**config.mk**
```make
export PLATFORM = sky130hd
export DESIGN_NAME = cdg_generator
export DESIGN_NICKNAME = d
export VERILOG_FILES = /design/src/rtl/cdg_pkg.sv /design/src/rtl/cdg_generator.sv
export SDC_FILE = /design/constraint.sdc
export NUM_CORES = 1
export LEC_CHECK = 0
export ABC_AREA = 1
export BUFFER_PORTS_ARGS = -buffer_cell sky130_fd_sc_hd__buf_4
export CAP_MARGIN = 20
export CORE_UTILIZATION = 52
export DETAILED_ROUTE_END_ITERATION = 8
export PLACE_DENSITY = 0.89
export SYNTH_ARGS = -nofsm -noshare
export SYNTH_HDL_FRONTEND = slang
export SYNTH_SLANG_ARGS = --single-unit
```
**constraint.sdc**
```tcl
create_clock -name mclk -period 3 [get_ports mclk]
set_input_delay 0.3 -clock mclk [delete_from_list [all_inputs] [get_ports mclk]]
set_output_delay 0.3 -clock mclk [all_outputs]
set_load 0.05 [all_outputs]
```
**src/rtl/cdg_pkg.sv**
```systemverilog
// Constants, field layouts and types of the complementary dead-band generator.
// Assumes a single system clock and an AHB-Lite register port.
`default_nettype none
package cdg_pkg;
	localparam logic [7:0] CDG_OFS_CTL0 = 8'h00;
	localparam logic [7:0] CDG_OFS_CTL1 = 8'h04;
	localparam logic [7:0] CDG_OFS_SDC = 8'h08;
	localparam logic [7:0] CDG_OFS_DBR = 8'h0C;
	localparam logic [7:0] CDG_OFS_DBF = 8'h10;
	localparam logic [7:0] CDG_RST_VAL = 8'h00;
	localparam logic [7:0] CDG_WM_CTL0 = 8'hF9;
	localparam logic [7:0] CDG_WM_CTL1 = 8'hF7;
	localparam logic [7:0] CDG_WM_SDC = 8'hC6;
	localparam logic [7:0] CDG_WM_DB = 8'h3F;
	localparam logic [1:0] CDG_OVR_HIGH = 2'h3;
	localparam logic [1:0] CDG_OVR_LOW = 2'h2;
	localparam logic [1:0] CDG_OVR_HIZ = 2'h1;
	localparam logic [1:0] CDG_OVR_INACT = 2'h0;
	localparam logic [2:0] CDG_IS_CMP = 3'h0;
	localparam logic [2:0] CDG_IS_PWM1 = 3'h2;
	localparam logic [2:0] CDG_IS_PWM2 = 3'h3;
	localparam logic [2:0] CDG_IS_PWM3 = 3'h4;
	localparam logic [1:0] CDG_HTRANS_NONSEQ = 2'h2;
	localparam logic [1:0] CDG_HTRANS_SEQ = 2'h3;
	localparam logic [2:0] CDG_HSIZE_WORD = 3'h2;
	localparam logic [5:0] CDG_CNT_ZERO = 6'h00;
	localparam logic [5:0] CDG_CNT_ONE = 6'h01;
	typedef struct packed {
		logic module_enable;
		logic out_b_pin_enable;
		logic out_a_pin_enable;
		logic out_b_invert;
		logic out_a_invert;
		logic [1:0] unused;
		logic generator_clock_select;
	} cdg_ctl0_t;
	typedef struct packed {
		logic [1:0] out_b_override_level;
		logic [1:0] out_a_override_level;
		logic unused;
		logic [2:0] input_select;
	} cdg_ctl1_t;
	typedef struct packed {
		logic shutdown_event_status;
		logic auto_restart_enable;
		logic [2:0] unused_hi;
		logic comparator_shutdown_enable;
		logic fault_pin_shutdown_enable;
		logic unused_lo;
	} cdg_sdc_t;
	typedef struct packed {
		logic a_val;
		logic a_oe;
		logic b_val;
		logic b_oe;
	} cdg_drive_t;
	typedef enum logic [2:0] {
		CDG_ST_IDLE = 3'b000,
		CDG_ST_RISE = 3'b001,
		CDG_ST_A_ON = 3'b010,
		CDG_ST_FALL = 3'b011,
		CDG_ST_B_ON = 3'b100
	} cdg_state_t;
endpackage
`default_nettype wire

```
**src/rtl/cdg_generator.sv**
```systemverilog
// Complementary dead-band generator with auto-shutdown and AHB-Lite registers.
// Assumes all source and fault inputs and the oscillator are asynchronous pins.
// Summary of operation
// - Writing one to the shutdown-event bit forces shutdown with override levels.
// - Without auto-restart, shutdown holds while the shutdown-event bit is set.
// - With auto-restart, software shutdown self-clears; resume on next rising input.
// - An enabled external shutdown source forces override levels at once.
// - Sources are level sensitive; active level keeps shutdown unless disabled.
// - Generator runs independent of system clock when its clock and input live; here all logic is clocked by mclk and only samples the oscillator.
// - Oscillator keep-running request while enabled, input active, oscillator selected.
// - In shutdown each output takes its override; polarity applies only to code 00.
// - Without auto-restart, clearing the event bit is ignored while sources active.
// - After the event bit clears, overrides hold until the next rising input.
// - With auto-restart, hardware clears the event bit when sources go inactive.
// - Control 0 bit 7 enables, bits 6 and 5 enable B and A pins.
// - Control 0 bits 4 and 3 invert B and A outputs when set.
// - Control 0 bit 0 picks internal oscillator, else system clock.
// - B override: 11 high, 10 low, 01 tri-state, 00 inactive with polarity.
// - A override uses the same four codes on output A.
// - Input select: 100 PWM3, 011 PWM2, 010 PWM1, 000 comparator.
// - Control 2 bit 2 lets a high comparator output cause shutdown.
// - Control 2 bit 1 lets a low fault pin cause shutdown.
// - Rising count N gives N to N+1 clock counts; zero gives none. Here it gives exactly N counts with the system clock.
// - Rising input turns B off at once, waits rising count, turns A on.
// - Falling input turns A off at once, waits falling count, turns B on.
// - Falling count register uses the rising encoding; zero bypasses the delay.
// - With the module disabled, enables and drive levels leave pins alone.
//
// The implementer's own choices: the AHB-Lite slave port and the register addresses.
`default_nettype none
module cdg_generator
	import cdg_pkg::*;
(
	input wire logic mclk,
	input wire logic sys_rst,
	input wire logic hsel,
	input wire logic [31:0] haddr,
	input wire logic [1:0] htrans,
	input wire logic hwrite,
	input wire logic [2:0] hsize,
	input wire logic [31:0] hwdata,
	input wire logic hready,
	output logic hreadyout,
	output logic hresp,
	output logic [31:0] hrdata,
	input wire logic pwm_source_one,
	input wire logic pwm_source_two,
	input wire logic pwm_source_three,
	input wire logic comparator_out_async,
	input wire logic fault_pin_n,
	input wire logic osc_16mhz_in,
	output logic osc_keep_running,
	output logic drive_out_a_o,
	output logic drive_out_a_oe,
	output logic drive_out_b_o,
	output logic drive_out_b_oe
);
	function automatic logic db_done(input logic [5:0] cnt, input logic [5:0] lim);
		db_done = (cnt == lim);
	endfunction

	function automatic logic ovr_level(input logic [1:0] code, input logic inv);
		ovr_level = (code == CDG_OVR_INACT) ? inv : code[0];
	endfunction

	cdg_ctl0_t ctl0_reg;
	cdg_ctl1_t ctl1_reg;
	cdg_sdc_t sdc_reg;
	logic [5:0] dbr_reg;
	logic [5:0] dbf_reg;
	logic [5:0] sync1_reg;
	logic [5:0] sync2_reg;
	logic osc_prev_reg;
	logic in_prev_reg;
	logic sd_hold_reg;
	cdg_state_t state_reg;
	logic [5:0] cnt_reg;
	cdg_drive_t drive_reg;
	logic keep_reg;
	logic wr_pend_reg;
	logic rd_wait_reg;
	logic [7:0] addr_reg;
	logic [31:0] hrdata_reg;
	logic cmp_s;
	logic flt_n_s;
	logic osc_s;
	logic in_sel;
	logic in_valid;
	logic tick;
	logic rise;
	logic fall;
	logic sd_src;
	logic forced;
	logic a_on;
	logic b_on;
	logic acc;
	logic wr_sdc;
	logic [7:0] wdat;
	logic [7:0] rd_val;

	// Two-stage synchronisers for every asynchronous pin
	always_ff @(posedge mclk or posedge sys_rst)
	begin
		if (sys_rst)
		begin
			sync1_reg <= 6'h00;
			sync2_reg <= 6'h00;
		end
		else
		begin
			sync1_reg <= {osc_16mhz_in, fault_pin_n, comparator_out_async,
				pwm_source_three, pwm_source_two, pwm_source_one};
			sync2_reg <= sync1_reg;
		end
	end

	assign cmp_s = sync2_reg[3];
	assign flt_n_s = sync2_reg[4];
	assign osc_s = sync2_reg[5];

	always_comb
	begin
		in_valid = 1'b1;
		case (ctl1_reg.input_select)
			CDG_IS_CMP: in_sel = cmp_s;
			CDG_IS_PWM1: in_sel = sync2_reg[0];
			CDG_IS_PWM2: in_sel = sync2_reg[1];
			CDG_IS_PWM3: in_sel = sync2_reg[2];
			default:
			begin
				in_sel = 1'b0;
				in_valid = 1'b0;
			end
		endcase
	end

	// dead-band tick from system clock or oscillator edges
	assign tick = ctl0_reg.generator_clock_select ? (osc_s & ~osc_prev_reg) : 1'b1;
	assign rise = in_sel & ~in_prev_reg;
	assign fall = ~in_sel & in_prev_reg;

	always_ff @(posedge mclk or posedge sys_rst)
	begin
		if (sys_rst)
		begin
			osc_prev_reg <= 1'b0;
			in_prev_reg <= 1'b0;
		end
		else
		begin
			osc_prev_reg <= osc_s;
			in_prev_reg <= in_sel;
		end
	end

	// comparator high shuts down when enabled
	// fault pin low shuts down when enabled
	assign sd_src = (sdc_reg.comparator_shutdown_enable & cmp_s)
		| (sdc_reg.fault_pin_shutdown_enable & ~flt_n_s);

	// AHB-Lite slave: writes zero-wait, reads one wait state
	assign acc = hsel & hready & ((htrans == CDG_HTRANS_NONSEQ) | (htrans == CDG_HTRANS_SEQ))
		& (hsize == CDG_HSIZE_WORD);
	assign wdat = hwdata[7:0];
	assign wr_sdc = wr_pend_reg & (addr_reg == CDG_OFS_SDC);

	always_ff @(posedge mclk or posedge sys_rst)
	begin
		if (sys_rst)
		begin
			wr_pend_reg <= 1'b0;
			rd_wait_reg <= 1'b0;
			addr_reg <= CDG_RST_VAL;
		end
		else
		begin
			wr_pend_reg <= acc & hwrite;
			rd_wait_reg <= acc & ~hwrite;
			if (acc)
			begin
				addr_reg <= haddr[7:0];
			end
		end
	end

	always_comb
	begin
		case (addr_reg)
			CDG_OFS_CTL0: rd_val = ctl0_reg & CDG_WM_CTL0;
			CDG_OFS_CTL1: rd_val = ctl1_reg & CDG_WM_CTL1;
			CDG_OFS_SDC: rd_val = sdc_reg & CDG_WM_SDC;
			CDG_OFS_DBR: rd_val = {2'b00, dbr_reg};
			CDG_OFS_DBF: rd_val = {2'b00, dbf_reg};
			default: rd_val = CDG_RST_VAL;
		endcase
	end

	always_ff @(posedge mclk or posedge sys_rst)
	begin
		if (sys_rst)
		begin
			hrdata_reg <= 32'h00000000;
		end
		else if (rd_wait_reg)
		begin
			hrdata_reg <= {24'h000000, rd_val};
		end
	end

	assign hreadyout = ~rd_wait_reg;
	assign hresp = 1'b0;
	assign hrdata = hrdata_reg;

	// control 0 and the other plain registers
	// polarity bits stored in control 0
	always_ff @(posedge mclk or posedge sys_rst)
	begin
		if (sys_rst)
		begin
			ctl0_reg <= CDG_RST_VAL;
			ctl1_reg <= CDG_RST_VAL;
			dbr_reg <= CDG_CNT_ZERO;
			dbf_reg <= CDG_CNT_ZERO;
		end
		else if (wr_pend_reg)
		begin
			case (addr_reg)
				CDG_OFS_CTL0: ctl0_reg <= wdat & CDG_WM_CTL0;
				CDG_OFS_CTL1: ctl1_reg <= wdat & CDG_WM_CTL1;
				CDG_OFS_DBR: dbr_reg <= wdat[5:0];
				CDG_OFS_DBF: dbf_reg <= wdat[5:0];
				default: ;
			endcase
		end
	end

	// Shutdown control: source set wins over every clear
	always_ff @(posedge mclk or posedge sys_rst)
	begin
		if (sys_rst)
		begin
			sdc_reg <= CDG_RST_VAL;
		end
		else
		begin
			if (wr_sdc)
			begin
				sdc_reg.auto_restart_enable <= wdat[6];
				sdc_reg.comparator_shutdown_enable <= wdat[2];
				sdc_reg.fault_pin_shutdown_enable <= wdat[1];
			end
			// external source sets the event bit
			if (sd_src)
			begin
				sdc_reg.shutdown_event_status <= 1'b1;
			end
			else if (wr_sdc & wdat[7])
			begin
				sdc_reg.shutdown_event_status <= 1'b1;
			end
			else if (sdc_reg.auto_restart_enable)
			begin
				sdc_reg.shutdown_event_status <= 1'b0;
			end
			// software clear only with sources idle
			else if (wr_sdc)
			begin
				sdc_reg.shutdown_event_status <= 1'b0;
			end
		end
	end

	// overrides held until next rising input
	always_ff @(posedge mclk or posedge sys_rst)
	begin
		if (sys_rst)
		begin
			sd_hold_reg <= 1'b0;
		end
		else if (sdc_reg.shutdown_event_status | sd_src)
		begin
			sd_hold_reg <= 1'b1;
		end
		else if (rise)
		begin
			sd_hold_reg <= 1'b0;
		end
	end

	// shutdown held by the event bit
	assign forced = sdc_reg.shutdown_event_status | sd_hold_reg | sd_src;

	// Dead-band sequencer
	always_ff @(posedge mclk or posedge sys_rst)
	begin
		if (sys_rst)
		begin
			state_reg <= CDG_ST_IDLE;
			cnt_reg <= CDG_CNT_ZERO;
		end
		else if (!ctl0_reg.module_enable)
		begin
			state_reg <= CDG_ST_IDLE;
			cnt_reg <= CDG_CNT_ZERO;
		end
		// B off at once, then rising count
		else if (rise)
		begin
			cnt_reg <= CDG_CNT_ZERO;
			state_reg <= (dbr_reg == CDG_CNT_ZERO) ? CDG_ST_A_ON : CDG_ST_RISE;
		end
		// A off at once, then falling count
		else if (fall)
		begin
			cnt_reg <= CDG_CNT_ZERO;
			state_reg <= (dbf_reg == CDG_CNT_ZERO) ? CDG_ST_B_ON : CDG_ST_FALL;
		end
		else
		begin
			case (state_reg)
				// count ticks from zero up to the value
				CDG_ST_RISE:
				begin
					if (tick & db_done(cnt_reg + CDG_CNT_ONE, dbr_reg))
					begin
						state_reg <= CDG_ST_A_ON;
					end
					else if (tick)
					begin
						cnt_reg <= cnt_reg + CDG_CNT_ONE;
					end
				end
				CDG_ST_FALL:
				begin
					if (tick & db_done(cnt_reg + CDG_CNT_ONE, dbf_reg))
					begin
						state_reg <= CDG_ST_B_ON;
					end
					else if (tick)
					begin
						cnt_reg <= cnt_reg + CDG_CNT_ONE;
					end
				end
				CDG_ST_IDLE: ;
				CDG_ST_A_ON: ;
				CDG_ST_B_ON: ;
				default: state_reg <= CDG_ST_IDLE;
			endcase
		end
	end

	assign a_on = (state_reg == CDG_ST_A_ON);
	assign b_on = (state_reg == CDG_ST_B_ON);

	// Registered pin drive
	always_ff @(posedge mclk or posedge sys_rst)
	begin
		if (sys_rst)
		begin
			drive_reg <= 4'h0;
		end
		else if (!ctl0_reg.module_enable)
		begin
			drive_reg <= 4'h0;
		end
		else if (forced)
		begin
			drive_reg.a_val <= ovr_level(ctl1_reg.out_a_override_level,
				ctl0_reg.out_a_invert);
			drive_reg.b_val <= ovr_level(ctl1_reg.out_b_override_level,
				ctl0_reg.out_b_invert);
			drive_reg.a_oe <= ctl0_reg.out_a_pin_enable
				& (ctl1_reg.out_a_override_level != CDG_OVR_HIZ);
			drive_reg.b_oe <= ctl0_reg.out_b_pin_enable
				& (ctl1_reg.out_b_override_level != CDG_OVR_HIZ);
		end
		else
		begin
			drive_reg.a_val <= a_on ^ ctl0_reg.out_a_invert;
			drive_reg.b_val <= b_on ^ ctl0_reg.out_b_invert;
			drive_reg.a_oe <= ctl0_reg.out_a_pin_enable;
			drive_reg.b_oe <= ctl0_reg.out_b_pin_enable;
		end
	end

	assign drive_out_a_o = drive_reg.a_val;
	assign drive_out_a_oe = drive_reg.a_oe;
	assign drive_out_b_o = drive_reg.b_val;
	assign drive_out_b_oe = drive_reg.b_oe;

	// oscillator kept running for the generator
	// request keeps the oscillator running; the generator itself is still clocked by mclk
	always_ff @(posedge mclk or posedge sys_rst)
	begin
		if (sys_rst)
		begin
			keep_reg <= 1'b0;
		end
		else
		begin
			keep_reg <= ctl0_reg.module_enable & in_valid
				& ctl0_reg.generator_clock_select;
		end
	end

	assign osc_keep_running = keep_reg;

	chk_sw_force: assert property (@(posedge mclk) disable iff (sys_rst)
		(wr_sdc && wdat[7]) |=> (sdc_reg.shutdown_event_status && forced))
		else $error("software shutdown not entered");

	chk_ase_sticky: assert property (@(posedge mclk) disable iff (sys_rst)
		(sdc_reg.shutdown_event_status && !sdc_reg.auto_restart_enable && sd_src)
		|=> sdc_reg.shutdown_event_status)
		else $error("event bit cleared with source active");

	chk_auto_clear: assert property (@(posedge mclk) disable iff (sys_rst)
		(sdc_reg.auto_restart_enable && !sd_src && !(wr_sdc && wdat[7])
		&& sdc_reg.shutdown_event_status) |=> !sdc_reg.shutdown_event_status)
		else $error("auto-restart did not clear event bit");

	chk_hold_edge: assert property (@(posedge mclk) disable iff (sys_rst)
		(sd_hold_reg && !rise) |=> sd_hold_reg)
		else $error("override released without rising edge");

	chk_ovr_high: assert property (@(posedge mclk) disable iff (sys_rst)
		(ctl0_reg.module_enable && sd_src && ctl0_reg.out_a_pin_enable
		&& ctl1_reg.out_a_override_level == CDG_OVR_HIGH)
		|=> (drive_out_a_o && drive_out_a_oe))
		else $error("override high not driven on A");

	chk_rise_gap: assert property (@(posedge mclk) disable iff (sys_rst)
		(ctl0_reg.module_enable && rise && !ctl0_reg.generator_clock_select
		&& dbr_reg == 6'h02)
		|=> (!a_on && !b_on) ##1 !a_on)
		else $error("rising dead band too short");

	chk_rise_end: assert property (@(posedge mclk) disable iff (sys_rst)
		(ctl0_reg.module_enable && rise && !ctl0_reg.generator_clock_select
		&& dbr_reg == 6'h02)
		##1 (ctl0_reg.module_enable && in_sel && !ctl0_reg.generator_clock_select
		&& dbr_reg == 6'h02)
		##1 (ctl0_reg.module_enable && in_sel && !ctl0_reg.generator_clock_select
		&& dbr_reg == 6'h02)
		|=> a_on)
		else $error("rising dead band too long");

	chk_fall_gap: assert property (@(posedge mclk) disable iff (sys_rst)
		(ctl0_reg.module_enable && fall && dbf_reg != CDG_CNT_ZERO)
		|=> (!a_on && !b_on))
		else $error("falling dead band overlap");

	chk_disabled: assert property (@(posedge mclk) disable iff (sys_rst)
		!ctl0_reg.module_enable |=> (!drive_out_a_oe && !drive_out_b_oe))
		else $error("pins driven while disabled");

	chk_rsv_low: assert property (@(posedge mclk) disable iff (sys_rst)
		(!in_valid && $stable(ctl1_reg)) |=> !in_prev_reg)
		else $error("reserved input not low");
endmodule
`default_nettype wire

```
* After elaboration in Yosys (flattened, before gate mapping)
Cells that the tools add are included.
** Storage, ports and cells
- Word-level logic and storage cells :: 133
- Output and inout port bits :: 39
- Memory bits (read-only) :: 0
- Bits in writable memories :: 0
- Bits in registers :: 76
- Memories :: 0
- Bits of input ports :: 80
- Latch bits :: 0
** Cells by class
- $mul :: 0
- Shift-type cells :: 0
- Divide/modulo/power cells :: 0
- Eq/ne operators :: 24
- Mux-type cells :: 29
- Magnitude comparators :: 0
- Add/sub/neg operators :: 1
- Reductions and logical operators :: 17
- Bitwise gates (word level) :: 31
** Operators by type and width (number)
- one-hot mux 8 bit (5 select lines) :: 1
- two-way mux 6 bit :: 6
- != test 5 bit, second input constant :: 4
- AND 1 bit :: 18
- two-way mux 3 bit :: 6
- equality test 8 x 4 -> 1 bit, second input constant :: 2
- equality test 3 x 2 -> 1 bit, second input constant :: 5
- equality test 6 bit :: 2
- logical NOT 6 bit :: 2
- one-hot mux 6 bit (2 select lines) :: 1
- two-way mux 1 bit :: 10
- one-hot mux 3 bit (3 select lines) :: 1
- equality test 8 x 3 -> 1 bit, second input constant :: 1
- equality test 8 x 5 -> 1 bit, second input constant :: 1
- logical NOT 8 bit :: 1
- two-way mux 4 bit :: 2
- AND reduction 2 bit :: 4
- adder 6 x 1 -> 6 bit, second input constant :: 1
- equality test 3 bit, second input constant :: 2
- logical NOT 3 bit :: 2
- inverter 1 bit :: 6
- AND reduction 3 bit :: 2
- != test 5 x 1 -> 1 bit, second input constant :: 1
- OR 1 bit :: 5
- other kinds (12) :: 16

* Longest topological paths before layout
- Depth in word-level cells :: 9
- Mapped depth :: 15
- Mapped depth without buffers :: 14

* Worst setup path before layout
OpenSTA, ideal clock, no wires.
- Path type :: register -> register
- Start :: reg ctl1_reg[0] (netlist bit)
- End :: reg cnt_reg[3]
- Arrival time :: 1957 ps
- Setup slack :: 977 ps
- Setup time :: 66 ps
- Required time :: 2934 ps
- Cell stages (with the launch flop) :: 16
- Buffers on the path :: 1
- Clock period less this slack :: 2023 ps
- Cells stage by stage :: dfrtp_1 nor2_1 a21oi_1 nor2_1 nand2_1 inv_1 ha_1 nor2_4 inv_2 or2_1 buf_6 nor2_8 nand4_4 nand3_4 nand2_1 nand2_1
** Between the ends
- Longest elaborated chain between the ends :: 7
- Elaborated cells on any way between the ends :: 15
- Classes of those cells :: eq/ne: 6; mux: 4; bitwise: 3; reduce/logical: 2
** Ends and longest elaborated chain
- start: declaration :: line cdg_generator.sv:67 : cdg_ctl1_t ctl1_reg;
- start signal: assignment :: line cdg_generator.sv:229 : CDG_OFS_CTL1: ctl1_reg <= wdat & CDG_WM_CTL1;
- equality test 3 bit, or another cell as far along :: line cdg_generator.sv:124 : case (ctl1_reg.input_select)
- one-hot mux 1 bit (4 select lines) * :: line cdg_generator.sv:124
- via in_sel :: line cdg_generator.sv:87 : logic in_sel;
- inverter 1 bit :: line cdg_generator.sv:140 : assign fall = ~in_sel & in_prev_reg;
- AND 1 bit :: line cdg_generator.sv:140
- two-way mux 6 bit :: line cdg_generator.sv:313 : else if (fall)
- two-way mux 6 bit :: line cdg_generator.sv:307 : else if (rise)
- two-way mux 6 bit :: line cdg_generator.sv:301 : else if (!ctl0_reg.module_enable)
- end signal: assignment :: line cdg_generator.sv:330 : cnt_reg <= cnt_reg + CDG_CNT_ONE;
- end signal: assignment :: line cdg_generator.sv:341 : cnt_reg <= cnt_reg + CDG_CNT_ONE;
- end: declaration :: line cdg_generator.sv:77 : logic [5:0] cnt_reg;
Mark *: on every way through the listed nets, which the timed path passes. The rest lies on a longest branch.
A chain may end at the register's enable or synchronous reset.

* Final worst setup path
- Start :: reg ctl1_reg[0] (netlist bit)
- End :: reg cnt_reg[5]
Same word-level chain as after synthesis.

==> metrics.txt <==
TritonCTS clock tree built; switching power around 580 uW; terminus of the critical flop-to-flop path cnt_reg[5]; Die H just under 90 um; Synth Register Bits 76; CP Data Arrival Time ~2.9 ns; I/O Pins ~120; crit-path cells nor2_1 > o21ai_0 > o21ai_0 > nand2_1 > inv_1 > ha_1 > nor2_4 > inv_2 > or2_1 > o22ai_1 > inv_1 > nand3_4 > nand2_1 > nand2_1; fraction of layout cells with a size suffix above 1 0.1518; synth-to-layout area growth 12.90%; CTS Hold Bufs 0; grt ovf 0; R2R cell count 14; VDD IR max 436.9 uV; WP data required 3.25 ns; commonest non-fill, non-tap cell in the layout nand2_1; Worst setup SP type flop; H-tree level count 3; RSZ-0062 raised after global routing false; FF-to-FF Start ctl1_reg[0]; pwr/cell area about 480 nW/um2; Post-CTS Setup Repair Bufs 0; Seq/Total Area, Yosys 0.4818; Initial Utilization 0.5414; number of buffers created by CTS 9; antenna violations before repair 0; DRC Markers 0; Sw Share 0.2695; Nets between 600 and 700; status completed; CTS Root Cell clkbuf_8; Comb power frac 0.117; most frequent cells in the layout 133 x nand2_1, 76 x dfrtp_1, 59 x inv_1; Setup TNS Final 0 ns; remaining antenna violation count 0; largest net degree at the start of global routing between 70 and 80; Detailed Route WL 8450 um; number of global-route vias before repair a little under 3,000; Ys Warns 0; synth unique cells 42; Clock Tree Buf Depth 2; 1st-pass router iterations 4; final-report max-slew violation count 0; Core Area ~7300 um2; top_reg_cell synth dfrtp_1; Tcrit/Tclk final 0.8707; CP Capture Type flop; Setup violations, final 0; # placed instances 611; clock group share of total power 0.372; post-cts resize count 0; Lkg Pwr 0.002448 uW; overall routing resource usage 0.2301; Min Hold Slack 0.02495 ns; Syn Inst Count about 480; share of power burned in registers 0.511; worst min-delay path class in -> async; row count 31; die area slightly below 8000 um2; HPWL reported at the end of detailed placement between 6000 and 7000 um; most frequent CP cell nand2_1; routability congestion estimate approximately 0.86; routed vias 3,276; PortBufs 44; wire per inst 13.50 um; post-synthesis cell area ~3900 um2; asr flop ratio synth 1.000; vias per std cell approximately 5.2; antenna fix cells 0; first-pass GRT wire length about 14,000 um; CP max FO 9; top achievable clock speed ~380 MHz; number of flops mapped to enable cells by yosys 0; relative slew slack 0.6284; syn_area_per_cell slightly above 8 um2; Worst Tran Pin Value approximately 0.56 ns; Filler cells 622; CTS Sinks between 70 and 80; internal power 1561 uW; MaxCap Viol Count 0; reg2reg setup slack roughly 0.39 ns; First DRT Iteration DRCs around 240; min cycle time layout approximately 2.6 ns; critical path type reg -> reg; Chip Width between 80 and 90 um; Crit path largest cell delay 0.45 ns; Setup Skew approximately 0.0072 ns; CP max stage cell or2_1; CTS clock-pin slew for the worst setup and hold paths 0.08 ns; Final Hold Vio Count 0; Layout Cells excl Fill 626; worst skew pair latency about 0.36 ns
==> power groups by stage <==
stage	Sequential (uW)	Combinational, uW	Clock [uW]
6_report	1090	251	794
5_1_grt	1100	273	846
4_1_cts	1090	252	807
3_5_place_dp	1110	251	0
3_3_place_gp	1110	243	0
2_1_floorplan	1120	194	0
==> cells in the mapped netlist (all sizes together), types with 2 or more instances <==
master  number  area [um2]
xor2         2       17.52
nand2      135       511.7
nand3b       2       15.01
o21ai       44       220.2
a21oi       11       55.05
clkbuf       4       15.01
inv         62       235.2
mux2         5       56.30
buf         31       241.5
o22ai        2       12.51
nor2        39       188.9
ha           3       37.54
or2          2       12.52
a31oi        2       12.51
o211ai       2       15.01
nand3       24       132.6
nand4       18       142.6
dfrtp       76        1902
nor3         4       36.29
o21a         2       15.01
nor4         2       27.53
==> worst max path at each step <==
| stage | depth (start not counted) | start | slack (ns) | endpoint |
|---|---|---|---|---|
| floorplan | 1 | sys_rst | 0.76 | addr_reg[0] |
| global placement | 14 | ctl1_reg[0] | 0.57 | cnt_reg[0] |
| detailed placement | 14 | ctl1_reg[0] | 0.42 | cnt_reg[5] |
| CTS | 14 | ctl1_reg[0] | 0.38 | cnt_reg[5] |
| global route | 14 | ctl1_reg[0] | 0.05 | cnt_reg[4] |
| finish | 14 | ctl1_reg[0] | 0.39 | cnt_reg[5] |
==> worst max-delay path: cells and delay by family (launching register included) <==
| family | cells | cell delay [ns] |
|---|---|---|
| fa+ha+maj | 1 | 0.29 |
| simple gates | 7 | 1.06 |
| buf+inv | 3 | 0.39 |
| flops | 1 | 0.44 |
| compound gates | 3 | 0.33 |
==> cells by family after synthesis <==
group,count (synthesis),synth area share
and+or+nand+nor,227,0.2723
adders and majority gates,3,0.009510
buffers and inverters,97,0.1246
xor gates and xnor gates,3,0.006657
other,1,0.0009500
muxes,5,0.01426
AOI/OAI and AO/OA,66,0.09001
DFF,76,0.4818
==> per-layer routing <==
layer	wire length (um)	vias to the layer above	track usage
li1	-	1570	-
met5	0	-	0
met4	225	0	0.1169
met1	3474	1561	0.2942
met2	4209	121	0.3685
met3	540	24	0.05355
==> cell type report <==
type	instances	area, um2	area share
clock inverter	3	46.29	0.01039
sequential	76	1902	0.4267
inverter	62	235.2	0.05278
timing repair buffer	45	350.3	0.07861
multi-input combinational	329	1644	0.3689
clock buffer	12	155.1	0.03481
tap	99	123.9	0.02779
==> stage by stage <==
stage | power, uW | worst slack [ns] | util | area [um2]
final | 2137 | 0.3880 | 0.6112 | 4457
after global routing | 2215 | 0.04806 | 0.6112 | 4457
after CTS | 2151 | 0.3754 | 0.6112 | 4457
after detailed placement | 1363 | 0.4246 | 0.5836 | 4255
after global placement | 1352 | 0.5710 | 0.5836 | 4255
after floorplan | 1314 | 0.7617 | - | 4038
Note: power is estimated with default switching activity, not from simulation.
